<file path="src/verilog/modulator_out_pkg.sv">
// Constants, modes and carrier structs for the isolated modulator bitstream output.
// Assumes a single 200 MHz system clock; the sampling clock arrives as a pin level.
package modulator_out_pkg;

    // ************************************************************
    // Clocking and timing
    // ************************************************************
    localparam int SYS_CLK_MHZ = 200;
    localparam int CARRIER_MHZ = 480;
    localparam int CHOP_DIVIDE = 32;
    localparam logic [3:0] CHOP_HALF_LAST = 4'(CHOP_DIVIDE / 2 - 1);
    localparam int MARKER_PERIOD = 128;
    localparam logic [6:0] MARKER_LAST = 7'(MARKER_PERIOD - 1);

    // ************************************************************
    // Input scaling: 1 LSB = 2 uV, clipping level 64 mV
    // ************************************************************
    localparam logic signed [15:0] CLIP_LEVEL = 16'sh7D00;
    localparam logic signed [15:0] NEG_CLIP_LEVEL = 16'sh8300;
    localparam int INT_W = 20;
    localparam int EXT_W = INT_W + 2;
    localparam logic signed [EXT_W-1:0] CLIP_EXT = 22'sh007D00;
    localparam logic signed [EXT_W-1:0] NEG_CLIP_EXT = 22'sh3F8300;
    localparam logic signed [EXT_W-1:0] INT_MAX_EXT = 22'sh07FFFF;
    localparam logic signed [EXT_W-1:0] INT_MIN_EXT = 22'sh380000;

    // ************************************************************
    // Pin synchroniser layout
    // ************************************************************
    localparam int PIN_COUNT = 3;
    localparam int PIN_SUPPLY = 0;
    localparam int PIN_CM = 1;
    localparam int PIN_CLK = 2;

    typedef enum logic [4:0] {
        MODE_LINEAR    = 5'h01,
        MODE_CLIP_POS  = 5'h02,
        MODE_CLIP_NEG  = 5'h04,
        MODE_CM_OVER   = 5'h08,
        MODE_NO_SUPPLY = 5'h10
    } out_mode_e;

    typedef struct packed {
        logic sample_clock_in;
        logic cm_overvoltage;
        logic high_side_supply_ok;
    } pin_in_s;

    typedef struct packed {
        logic bitstream;
        logic carrier_on;
        logic chopper_phase;
        logic bit_strobe;
    } mod_out_s;

endpackage : modulator_out_pkg

</file>
<file path="src/verilog/isolated_modulator_bitstream_out.sv">
// Digital model of the output side of an isolated second-order delta-sigma modulator.
// Assumes pins arrive asynchronously and the differential input is a same-clock signed code.
//
// Functional notes
// - One output bit is produced per rising edge of the sampling clock and changes only then.
// - The input chopper phase toggles every 16 sample clocks, a full chopper period of 32.
// - The feedback level follows the previous output bit; each bit is the quantizer decision registered on the same sample edge.
// - A zero input ideally gives ones in half of the output bits.
// - At +50 mV the ones density is ideally 89.06 percent, code 58368 after a 16-bit filter.
// - At -50 mV the ones density is ideally 10.94 percent, code 7168 after a 16-bit filter.
// - At or beyond the clipping level the output clips to all zeros or all ones.
// - While clipped, one opposite bit is inserted every 128 sample clocks as a liveness marker.
// - A common-mode overvoltage holds the output high with no marker.
// - A missing high-side supply holds the output low with no marker.
// - A one is sent across the barrier as carrier bursts and a zero as no carrier.
// - Outside clipping the ones density is (input plus clip level) over twice the clip level.
`timescale 1ns/100ps
module isolated_modulator_bitstream_out (
    input wire logic i_sys_clk,
    input wire logic i_rst_b,
    input wire modulator_out_pkg::pin_in_s i_pins,
    input wire logic signed [15:0] i_diff_input,
    output modulator_out_pkg::mod_out_s o_mod
);
    import modulator_out_pkg::*;

    // ************************************************************
    // Pin synchronisers
    // ************************************************************
    logic [PIN_COUNT-1:0] pin_vec;
    logic [PIN_COUNT-1:0] pin_filt;

    assign pin_vec = i_pins;

    genvar g;
    generate
        for (g = 0; g < PIN_COUNT; g = g + 1) begin : g_sync
            logic s1_ff;
            logic s2_ff;
            logic s3_ff;
            logic filt_ff;
            logic nxt_s1;
            logic nxt_s2;
            logic nxt_s3;
            logic nxt_filt;

            always_comb begin
                nxt_s1 = pin_vec[g];
                nxt_s2 = s1_ff;
                nxt_s3 = s2_ff;
                // Accept a level only once the second and third stages agree
                nxt_filt = (s2_ff == s3_ff) ? s2_ff : filt_ff;
            end

            always_ff @(posedge i_sys_clk or negedge i_rst_b) begin
                if (!i_rst_b) begin
                    s1_ff <= 1'b0;
                    s2_ff <= 1'b0;
                    s3_ff <= 1'b0;
                    filt_ff <= 1'b0;
                end else begin
                    s1_ff <= nxt_s1;
                    s2_ff <= nxt_s2;
                    s3_ff <= nxt_s3;
                    filt_ff <= nxt_filt;
                end
            end

            assign pin_filt[g] = filt_ff;
        end
    endgenerate

    // ************************************************************
    // Sample clock edge
    // ************************************************************
    logic clk_prev_ff;
    logic nxt_clk_prev;
    logic sample_rise;

    always_comb begin
        nxt_clk_prev = pin_filt[PIN_CLK];
    end

    always_ff @(posedge i_sys_clk or negedge i_rst_b) begin
        if (!i_rst_b) begin
            clk_prev_ff <= 1'b0;
        end else begin
            clk_prev_ff <= nxt_clk_prev;
        end
    end

    assign sample_rise = pin_filt[PIN_CLK] & ~clk_prev_ff;

    // ************************************************************
    // Chopper phase
    // ************************************************************
    logic [3:0] chop_cnt_ff;
    logic [3:0] nxt_chop_cnt;
    logic chop_ff;
    logic nxt_chop;

    always_comb begin
        nxt_chop_cnt = chop_cnt_ff;
        nxt_chop = chop_ff;
        if (sample_rise) begin
            if (chop_cnt_ff == CHOP_HALF_LAST) begin
                nxt_chop_cnt = 4'h0;
                nxt_chop = ~chop_ff;
            end else begin
                nxt_chop_cnt = chop_cnt_ff + 4'h1;
            end
        end
    end

    always_ff @(posedge i_sys_clk or negedge i_rst_b) begin
        if (!i_rst_b) begin
            chop_cnt_ff <= 4'h0;
            chop_ff <= 1'b0;
        end else begin
            chop_cnt_ff <= nxt_chop_cnt;
            chop_ff <= nxt_chop;
        end
    end

    // ************************************************************
    // Modulator core and fault modes
    // ************************************************************
    out_mode_e mode_ff;
    out_mode_e nxt_mode;
    out_mode_e req_mode;
    logic signed [INT_W-1:0] int1_ff;
    logic signed [INT_W-1:0] int2_ff;
    logic signed [INT_W-1:0] nxt_int1;
    logic signed [INT_W-1:0] nxt_int2;
    logic [6:0] clip_cnt_ff;
    logic [6:0] nxt_clip_cnt;
    logic bit_ff;
    logic nxt_bit;
    logic strobe_ff;
    logic nxt_strobe;
    logic signed [EXT_W-1:0] dac_level;
    logic [6:0] cnt_use;
    logic decision;

    function automatic logic signed [INT_W-1:0] sat_int(input logic signed [EXT_W-1:0] v);
        logic signed [EXT_W-1:0] r;
        r = v;
        if (v > INT_MAX_EXT) begin
            r = INT_MAX_EXT;
        end else if (v < INT_MIN_EXT) begin
            r = INT_MIN_EXT;
        end
        return r[INT_W-1:0];
    endfunction : sat_int

    // Supply loss wins over common-mode fault, which wins over clipping
    always_comb begin
        if (!pin_filt[PIN_SUPPLY]) begin
            req_mode = MODE_NO_SUPPLY;
        end else if (pin_filt[PIN_CM]) begin
            req_mode = MODE_CM_OVER;
        end else if (i_diff_input >= CLIP_LEVEL) begin
            req_mode = MODE_CLIP_POS;
        end else if (i_diff_input <= NEG_CLIP_LEVEL) begin
            req_mode = MODE_CLIP_NEG;
        end else begin
            req_mode = MODE_LINEAR;
        end
    end

    assign dac_level = bit_ff ? CLIP_EXT : NEG_CLIP_EXT;
    assign decision = ~int2_ff[INT_W-1];
    assign cnt_use = (req_mode == mode_ff) ? clip_cnt_ff : 7'h00;

    always_comb begin
        nxt_mode = mode_ff;
        nxt_int1 = int1_ff;
        nxt_int2 = int2_ff;
        nxt_clip_cnt = clip_cnt_ff;
        nxt_bit = bit_ff;
        nxt_strobe = sample_rise;
        if (sample_rise) begin
            nxt_mode = req_mode;
            nxt_clip_cnt = 7'h00;
            nxt_int1 = '0;
            nxt_int2 = '0;
            case (req_mode)
                MODE_LINEAR: begin
                    // Second-order loop; density tracks (x + clip) / (2 * clip)
                    // Doubled feedback into the second integrator keeps the loop stable
                    nxt_int1 = sat_int(EXT_W'(int1_ff) + EXT_W'(i_diff_input) - dac_level);
                    nxt_int2 = sat_int(EXT_W'(int2_ff) + EXT_W'(int1_ff) - dac_level - dac_level);
                    nxt_bit = ~nxt_int2[INT_W-1];
                end
                MODE_CLIP_POS: begin
                    nxt_bit = (cnt_use != MARKER_LAST);
                    nxt_clip_cnt = cnt_use + 7'h01;
                end
                MODE_CLIP_NEG: begin
                    nxt_bit = (cnt_use == MARKER_LAST);
                    nxt_clip_cnt = cnt_use + 7'h01;
                end
                MODE_CM_OVER: begin
                    nxt_bit = 1'b1;
                end
                MODE_NO_SUPPLY: begin
                    nxt_bit = 1'b0;
                end
                default: begin
                    nxt_bit = 1'b0;
                end
            endcase
        end
    end

    always_ff @(posedge i_sys_clk or negedge i_rst_b) begin
        if (!i_rst_b) begin
            mode_ff <= MODE_NO_SUPPLY;
            int1_ff <= '0;
            int2_ff <= '0;
            clip_cnt_ff <= 7'h00;
            bit_ff <= 1'b0;
            strobe_ff <= 1'b0;
        end else begin
            mode_ff <= nxt_mode;
            int1_ff <= nxt_int1;
            int2_ff <= nxt_int2;
            clip_cnt_ff <= nxt_clip_cnt;
            bit_ff <= nxt_bit;
            strobe_ff <= nxt_strobe;
        end
    end

    // ************************************************************
    // Outputs
    // ************************************************************
    always_comb begin
        o_mod.bitstream = bit_ff;
        o_mod.carrier_on = bit_ff;
        o_mod.chopper_phase = chop_ff;
        o_mod.bit_strobe = strobe_ff;
    end
endmodule : isolated_modulator_bitstream_out

</file>
<file path="config.mk">
export PLATFORM = sky130hd
export DESIGN_NAME = isolated_modulator_bitstream_out
export DESIGN_NICKNAME = d
export VERILOG_FILES = /design/src/verilog/modulator_out_pkg.sv /design/src/verilog/isolated_modulator_bitstream_out.sv
export SDC_FILE = /design/constraint.sdc
export NUM_CORES = 1
export LEC_CHECK = 0
export BUFFER_PORTS_ARGS = -buffer_cell sky130_fd_sc_hd__buf_2
export CAP_MARGIN = 20
export CELL_PAD_IN_SITES_DETAIL_PLACEMENT = 1
export CELL_PAD_IN_SITES_GLOBAL_PLACEMENT = 2
export CORE_MARGIN = 5
export CORE_UTILIZATION = 42
export CTS_BUF_LIST = sky130_fd_sc_hd__clkbuf_8
export DETAILED_ROUTE_END_ITERATION = 12
export PLACE_DENSITY = 0.94
export SLEW_MARGIN = 10
export SYNTH_ARGS = -nofsm -noshare
export SYNTH_HDL_FRONTEND = slang
export SYNTH_SLANG_ARGS = --single-unit
</file>
<file path="constraint.sdc">
create_clock -name i_sys_clk -period 5.65 [get_ports i_sys_clk]
set_input_delay 0.565 -clock i_sys_clk [delete_from_list [all_inputs] [get_ports i_sys_clk]]
set_output_delay 0.565 -clock i_sys_clk [all_outputs]
set_load 0.05 [all_outputs]
</file>
==> results of run 1 <==
Yosys cell counts (4+ instances only):
cell type	count
a21o_1	14
a21oi_1	39
a221o_1	33
a221o_2	4
a22o_1	5
and2_1	7
and3_1	9
buf_4	6
clkbuf_1	10
dfrtp_1	71
fa_1	23
ha_1	59
inv_1	103
nand2_1	46
nand2b_1	9
nand3_1	11
nand4_1	5
nor2_1	25
nor2b_1	6
nor3_1	10
nor4_1	4
o211ai_1	6
o21a_1	5
o21ai_0	29
o31ai_1	7
xnor2_1	28
xor2_1	10
cell type report:
cell class                      instances  area share
Clock inverter                          7     0.01469
Multi-Input combinational cell        452      0.5739
Tap cell                              184     0.03511
Inverter                              104     0.05954
Sequential cell                        72      0.2750
Timing Repair Buffer                   28     0.02290
Clock buffer                            9     0.01889
metrics by stage:
step	cell area [µm²]	cells	utilization
finish	6556	856	0.4563
global route	6556	856	0.4563
CTS	6556	856	0.4563
detailed placement	6336	840	0.4410
global placement	6336	840	0.4410
floorplan	6072	649	-
critical path: stages (launching register included):
cell      delay (ns)
dfrtp_1         0.58
inv_1           0.27
fa_1            0.54
inv_1           0.05
ha_1            0.38
and3_1          0.24
and4_2          0.24
a2111o_1        0.49
nand2_1         0.13
and3_1          0.16
mux2i_1         0.10
a221oi_4        0.86
a221o_2         0.23
cell families (layout without fill, tap and decap cells):
group / Yosys count / after routing / synth area share
AO/OA/AOI/OAI: 177 / 177 / 0.2267
AND/OR/NAND/NOR: 150 / 150 / 0.1321
buffers and inverters: 125 / 148 / 0.08386
adder cells (fa/ha/maj): 85 / 85 / 0.2023
flip-flops: 72 / 72 / 0.2969
XOR/XNOR: 38 / 38 / 0.05481
multiplexers: 2 / 2 / 0.003297
final timing paths:
| kind | start | end | slack (ns) | cells past startpoint |
|---|---|---|---|---|
| min in group asynchronous | i_rst_b | int1_ff[6]$_DFFE_PN0P_ | 0.43 | 2 |
| worst min register to register | g_sync[2].nxt_s2$_DFF_PN0_ | g_sync[2].nxt_s3$_DFF_PN0_ | 0.36 | 0 |
| worst min-delay path | i_pins[0] | g_sync[0].nxt_s2$_DFF_PN0_ | 0.30 | 1 |
| worst max-delay path | bit_ff$_DFFE_PN0P_ | int2_ff[6]$_DFFE_PN0P_ | 1.30 | 12 |
| max in group asynchronous | i_rst_b | mode_ff[0]$_DFFE_PN0P_ | 4.60 | 2 |
| worst max register to register | bit_ff$_DFFE_PN0P_ | int2_ff[6]$_DFFE_PN0P_ | 1.30 | 12 |
layer usage:
layer	global-route usage	up-vias
met4	0.06663	0
li1	-	2332
met1	0.2336	2404
met5	0	-
met2	0.3666	73
met3	0.04093	31
registers in the layout, indices dropped and copies added (netlist names):
| register | flops |
|---|---|
| bit_ff | 1 |
| chop_cnt_ff | 4 |
| chop_ff | 1 |
| clip_cnt_ff | 7 |
| clk_prev_ff | 1 |
| g_sync.filt_ff | 3 |
| g_sync.nxt_s2 | 3 |
| g_sync.nxt_s3 | 3 |
| g_sync.s3_ff | 3 |
| int1_ff | 20 |
| int2_ff | 20 |
| mode_ff | 5 |
| strobe_ff | 1 |
cell usage in the layout, fill, tap and decap left out, types with 10 or more instances in the layout:
cell / Yosys / layout
inv_1: 103 / 104
dfrtp_1: 71 / 71
nor3_1: 10 / 10
nor2_1: 25 / 25
ha_1: 59 / 59
xnor2_1: 28 / 28
a21o_1: 14 / 14
o21ai_0: 29 / 29
a21oi_1: 39 / 39
nand3_1: 11 / 11
buf_2: 2 / 24
fa_1: 23 / 23
nand2_1: 46 / 46
a221o_1: 33 / 33
xor2_1: 10 / 10
==> out/results.ini, run 1 <==
[yosys]
synth_area_leaders = dfrtp_1, ha_1, fa_1
synth_largest_area_cell = dfrtp_1
synth_edf_count = 0
syn_inst = 649
ys_types = 76
async_flop_share = 1.000
synth_ff_type = dfrtp_1
syn_avg_cell_area_um2 = 9.356
syn_area_mm2 = 0.006072
ys_ff_latch = 72
syn_nets = 752
synth_top_area_frac = 0.2926
ys_seq_area_frac = 0.2969
yosysWarnings = 0

[clock_network]
clk_latency_ns = 0.36
cts_resized = 0
cts_tree = done
cts-htree-levels = 3
numCtsBuffers = 9
post_cts_buffers = 0
cts.sinks = 72
cts_root_buffer = clkbuf_8
hold_buffers = 0
clockBufferDepth = 2
cts.clk_slew.worst_paths_ns = 0.08

[sta]
rsz0062_at_grt = false
fin_ws_ns = 1.304
finalHoldViolCount = 0
slew_headroom = 0.3194
drv_slew = 0
fin_crit_sh = 0.7692
setup_viol = 0
fin_crit_ns = 4.346
setup_tns_ns = 0
holdWs_ns = 0.3047
tightest_slew_ns = 1.021
clock.fmax_mhz = 230.1
clock_skew_ns = 0.009126

[route]
routed_wl_um = 15740
drc_errors = 0
met3_length_um = 450
via_per_inst = 5.654
wl_met1_um = 6620
vias = 4840
dr.pass1.iters = 4
drtIter0Drc = 189
ant_nets = 0
wl_met2_um = 8256
wl_per_cell_um = 18.38
topRoutingLayerUsed = met4

[layout]
syn_to_final_growth_pct = 7.974
layout.nets = 770
n_fill_cell = 1657
sequential_cell_area_mm2 = 0.001803
diodes = 0
drive_above_1_share = 0.1101
multi_input_area_mm2 = 0.003762

[grt]
grt_pass1_wl_um = 27010
grtUsageTotal = 0.2008
grt_max_degree = 73
antenna_found_initial = 0
grt_pass1_vias = 5524
grt-ovfl-total = 0

[placed_design]
globalplace.congestion = 0.9092
dp_hpwl_um = 12110
portBuffers = 24
dp_slack_ns = 1.301

[flow_run]
cap_violations = 0

[setup_path]
arrival_ns = 4.64
critPathMaxFanout = 19
worst-setup-path-type = reg2reg
crit_required_ns = 5.95
crit_path_end_kind = flop
crit_path_start_kind = flop

[run_status]
status = completed

[die]
pin_count = 25
die_h_um = 130.2
dieWidth_um = 130.2
coreArea_mm2 = 0.01437
row_count = 44
start_util = 0.4226
dieArea_mm2 = 0.01696

[worst_hold_path]
hp-class = in2reg

Power of run 1 is left out: the tool's default activity adds up to more than one toggle a clock period on the data nets, which glitch-free logic cannot reach.
==> run 2, diff against run 1 <==
clock period = 4.5 ns   (was 5.65 ns; I/O delays follow)
==> run 2 against run 1 <==
Against the previous run: non-clock buffer count increased by 2; global-route usage decreased by 0.84 points; via count increased by 0.48%; register-to-register slack got worse by 1.0 ns; design area about the same; first-iteration DRC count increased by 19%; flip-flop and latch count unchanged; largest cell class unchanged.
==> out/results.ini, run 2 (same netlist as run 1, synthesis figures left out) <==
[setup_path]
worst-r2r-setup-slack_ns = 0.31  ; -1.00 ns
arrival_ns = 4.48  ; -0.16 ns
cp_num_buf_inv = 2  ; unchanged
crit_path_start_kind = flop
critPathMaxStageDelay_ns = 0.57  ; -0.29 ns
cp_slowest_cell = dfrtp_1
crit_path_end_kind = flop
crit_required_ns = 4.78  ; -1.17 ns
cp_common_cell = inv_1
crit_family = compound AO/OA/AOI/OAI gates
path_cells = inv_1 > fa_1 > inv_1 > ha_1 > and3_1 > and4_2 > a2111o_1 > nor4_1 > nor4_4 > a21oi_4 > a221o_1
worst-setup-path-type = reg2reg
critPathMaxFanout = 19  ; unchanged

[route]
via_per_inst = 5.668  ; +0.24%
dr.pass1.iters = 6  ; +2
routed_wl_um = 15440  ; -1.9%
vias = 4863  ; +0.48%
drtIter0Drc = 224  ; +19%
ant_nets = 0  ; unchanged
drc_errors = 0  ; unchanged
wl_per_cell_um = 17.99  ; -2.1%

[sta]
slew_headroom = 0.3674  ; +0.04808
fin_crit_ns = 4.194  ; -0.1515 ns
setup_viol = 0  ; unchanged
drv_slew = 0  ; unchanged
finalHoldViolCount = 0  ; unchanged
holdWs_ns = 0.1938  ; -0.1109 ns
tightest_slew_ns = 0.9488  ; -0.07212 ns
clock_skew_ns = 0.009113  ; -0.00001332 ns
setup_tns_ns = 0  ; unchanged
fin_crit_sh = 0.9321  ; +0.1629
rsz0062_at_grt = false
clock.fmax_mhz = 238.4  ; +3.6%

[clock_network]
hold_buffers = 0  ; unchanged
numCtsBuffers = 9  ; unchanged
cts.sinks = 72  ; unchanged
cts_root_buffer = clkbuf_8
clk_latency_ns = 0.35  ; about the same
clockBufferDepth = 2  ; unchanged
cts_tree = done
cts-htree-levels = 3  ; unchanged
cts.clk_slew.worst_paths_ns = 0.08  ; about the same

[power_and_ir_drop]
swShare = 0.5064
leakagePower_nw = 3.218
p_int_w = 0.002790
power.combinational.fraction = 0.742
power.total_w = 0.005651
pwr-share-clk = 0.092
ir_drop_v = 0.0003243
powerDensity_mw_per_mm2 = 861.5
p_switching_w = 0.002862
power_frac_seq = 0.166

[grt]
globalRouteMet3Util = 0.03070  ; -0.01023
busiest_layer = met2
grt_max_degree = 58  ; -21%
grt_pass1_vias = 5327  ; -3.6%
use_met1 = 0.2346  ; +0.0009319
grt_pass1_wl_um = 26050  ; -3.6%
use_met2 = 0.3570  ; -0.009656
grtUsageTotal = 0.1924  ; -0.008389
grt-ovfl-total = 0  ; unchanged
antenna_found_initial = 0  ; unchanged

[layout]
mostFrequentLayoutCell = inv_1
layout.nets = 772  ; +0.26%
drive_above_1_share = 0.1128  ; +0.002641
top_regs = int1_ff x20, int2_ff x20, clip_cnt_ff x7
fin_util = 0.4565  ; about the same
syn_to_final_growth_pct = 8.036  ; about the same
layout_common_cells = inv_1, dfrtp_1, ha_1, nand2_1, a21oi_1
diodes = 0  ; unchanged

[die]
die_h_um = 130.2  ; unchanged
dieArea_mm2 = 0.01696  ; unchanged
dieWidth_um = 130.2  ; unchanged
start_util = 0.4226  ; unchanged
row_count = 44  ; unchanged
coreArea_mm2 = 0.01437  ; unchanged
pin_count = 25  ; unchanged

[placed_design]
portBuffers = 24  ; unchanged
globalplace.congestion = 0.8488  ; -6.6%
dp_hpwl_um = 12150  ; +0.26%

[flow_run]
cap_violations = 0  ; unchanged

[run_status]
status = completed

[worst_hold_path]
hp-class = in2reg

==> run 2: path summary, 6_finish.rpt <==
check | startpoint | endpoint | cells past startpoint
worst min-delay path | i_pins[2] | g_sync[2].nxt_s2$_DFF_PN0_ | 1
min in group asynchronous | i_rst_b | int2_ff[4]$_DFFE_PN0P_ | 1
worst max register to register | bit_ff$_DFFE_PN0P_ | int2_ff[0]$_DFFE_PN0P_ | 11
worst min register to register | g_sync[2].nxt_s2$_DFF_PN0_ | g_sync[2].nxt_s3$_DFF_PN0_ | 0
worst max-delay path | bit_ff$_DFFE_PN0P_ | int2_ff[0]$_DFFE_PN0P_ | 11
max in group asynchronous | i_rst_b | mode_ff[4]$_DFFE_PN1P_ | 2
==> run 2: timing repair <==
item,in CTS,in global routing
gates resized for setup,0,0
setup buffers,0,1
endpoints found under the setup margin,0,19
==> run 2: per-stage QoR <==
step | cells | setup slack (ns) | cell area, µm²
after global routing | 858 | 0.07510 | 6560
final | 858 | 0.3055 | 6560
after floorplan | 649 | 0.5226 | 6072
after global placement | 841 | 0.3522 | 6344
after detailed placement | 841 | 0.2260 | 6344
after CTS | 857 | 0.2136 | 6540
==> run 2: cell type report <==
type	count	area, µm²
timing repair buffer	30	177.7
multi-input combinational	452	3762
sequential	72	1803
clock buffer	9	123.9
inverter	104	390.4
tap	184	230.2
clock inverter	7	72.57
fill	1652	7809
==> run 2: power by group through the flow <==
stage | Combinational (W) | Sequential, W | Clock (W)
floorplan | 0.00331 | 0.000921 | 0
global placement | 0.00399 | 0.000941 | 0
detailed placement | 0.00419 | 0.000952 | 0
CTS | 0.00422 | 0.000942 | 0.000535
global route | 0.00466 | 0.000961 | 0.000561
finish | 0.00420 | 0.000939 | 0.000517
==> run 2: metal layers <==
metal	routed length, µm	part of all wire
met1	6712	0.43
met2	8166	0.53
met3	353	0.023
met4	203	0.013
met5	0	0
Note: power is estimated with default switching activity, not from simulation.
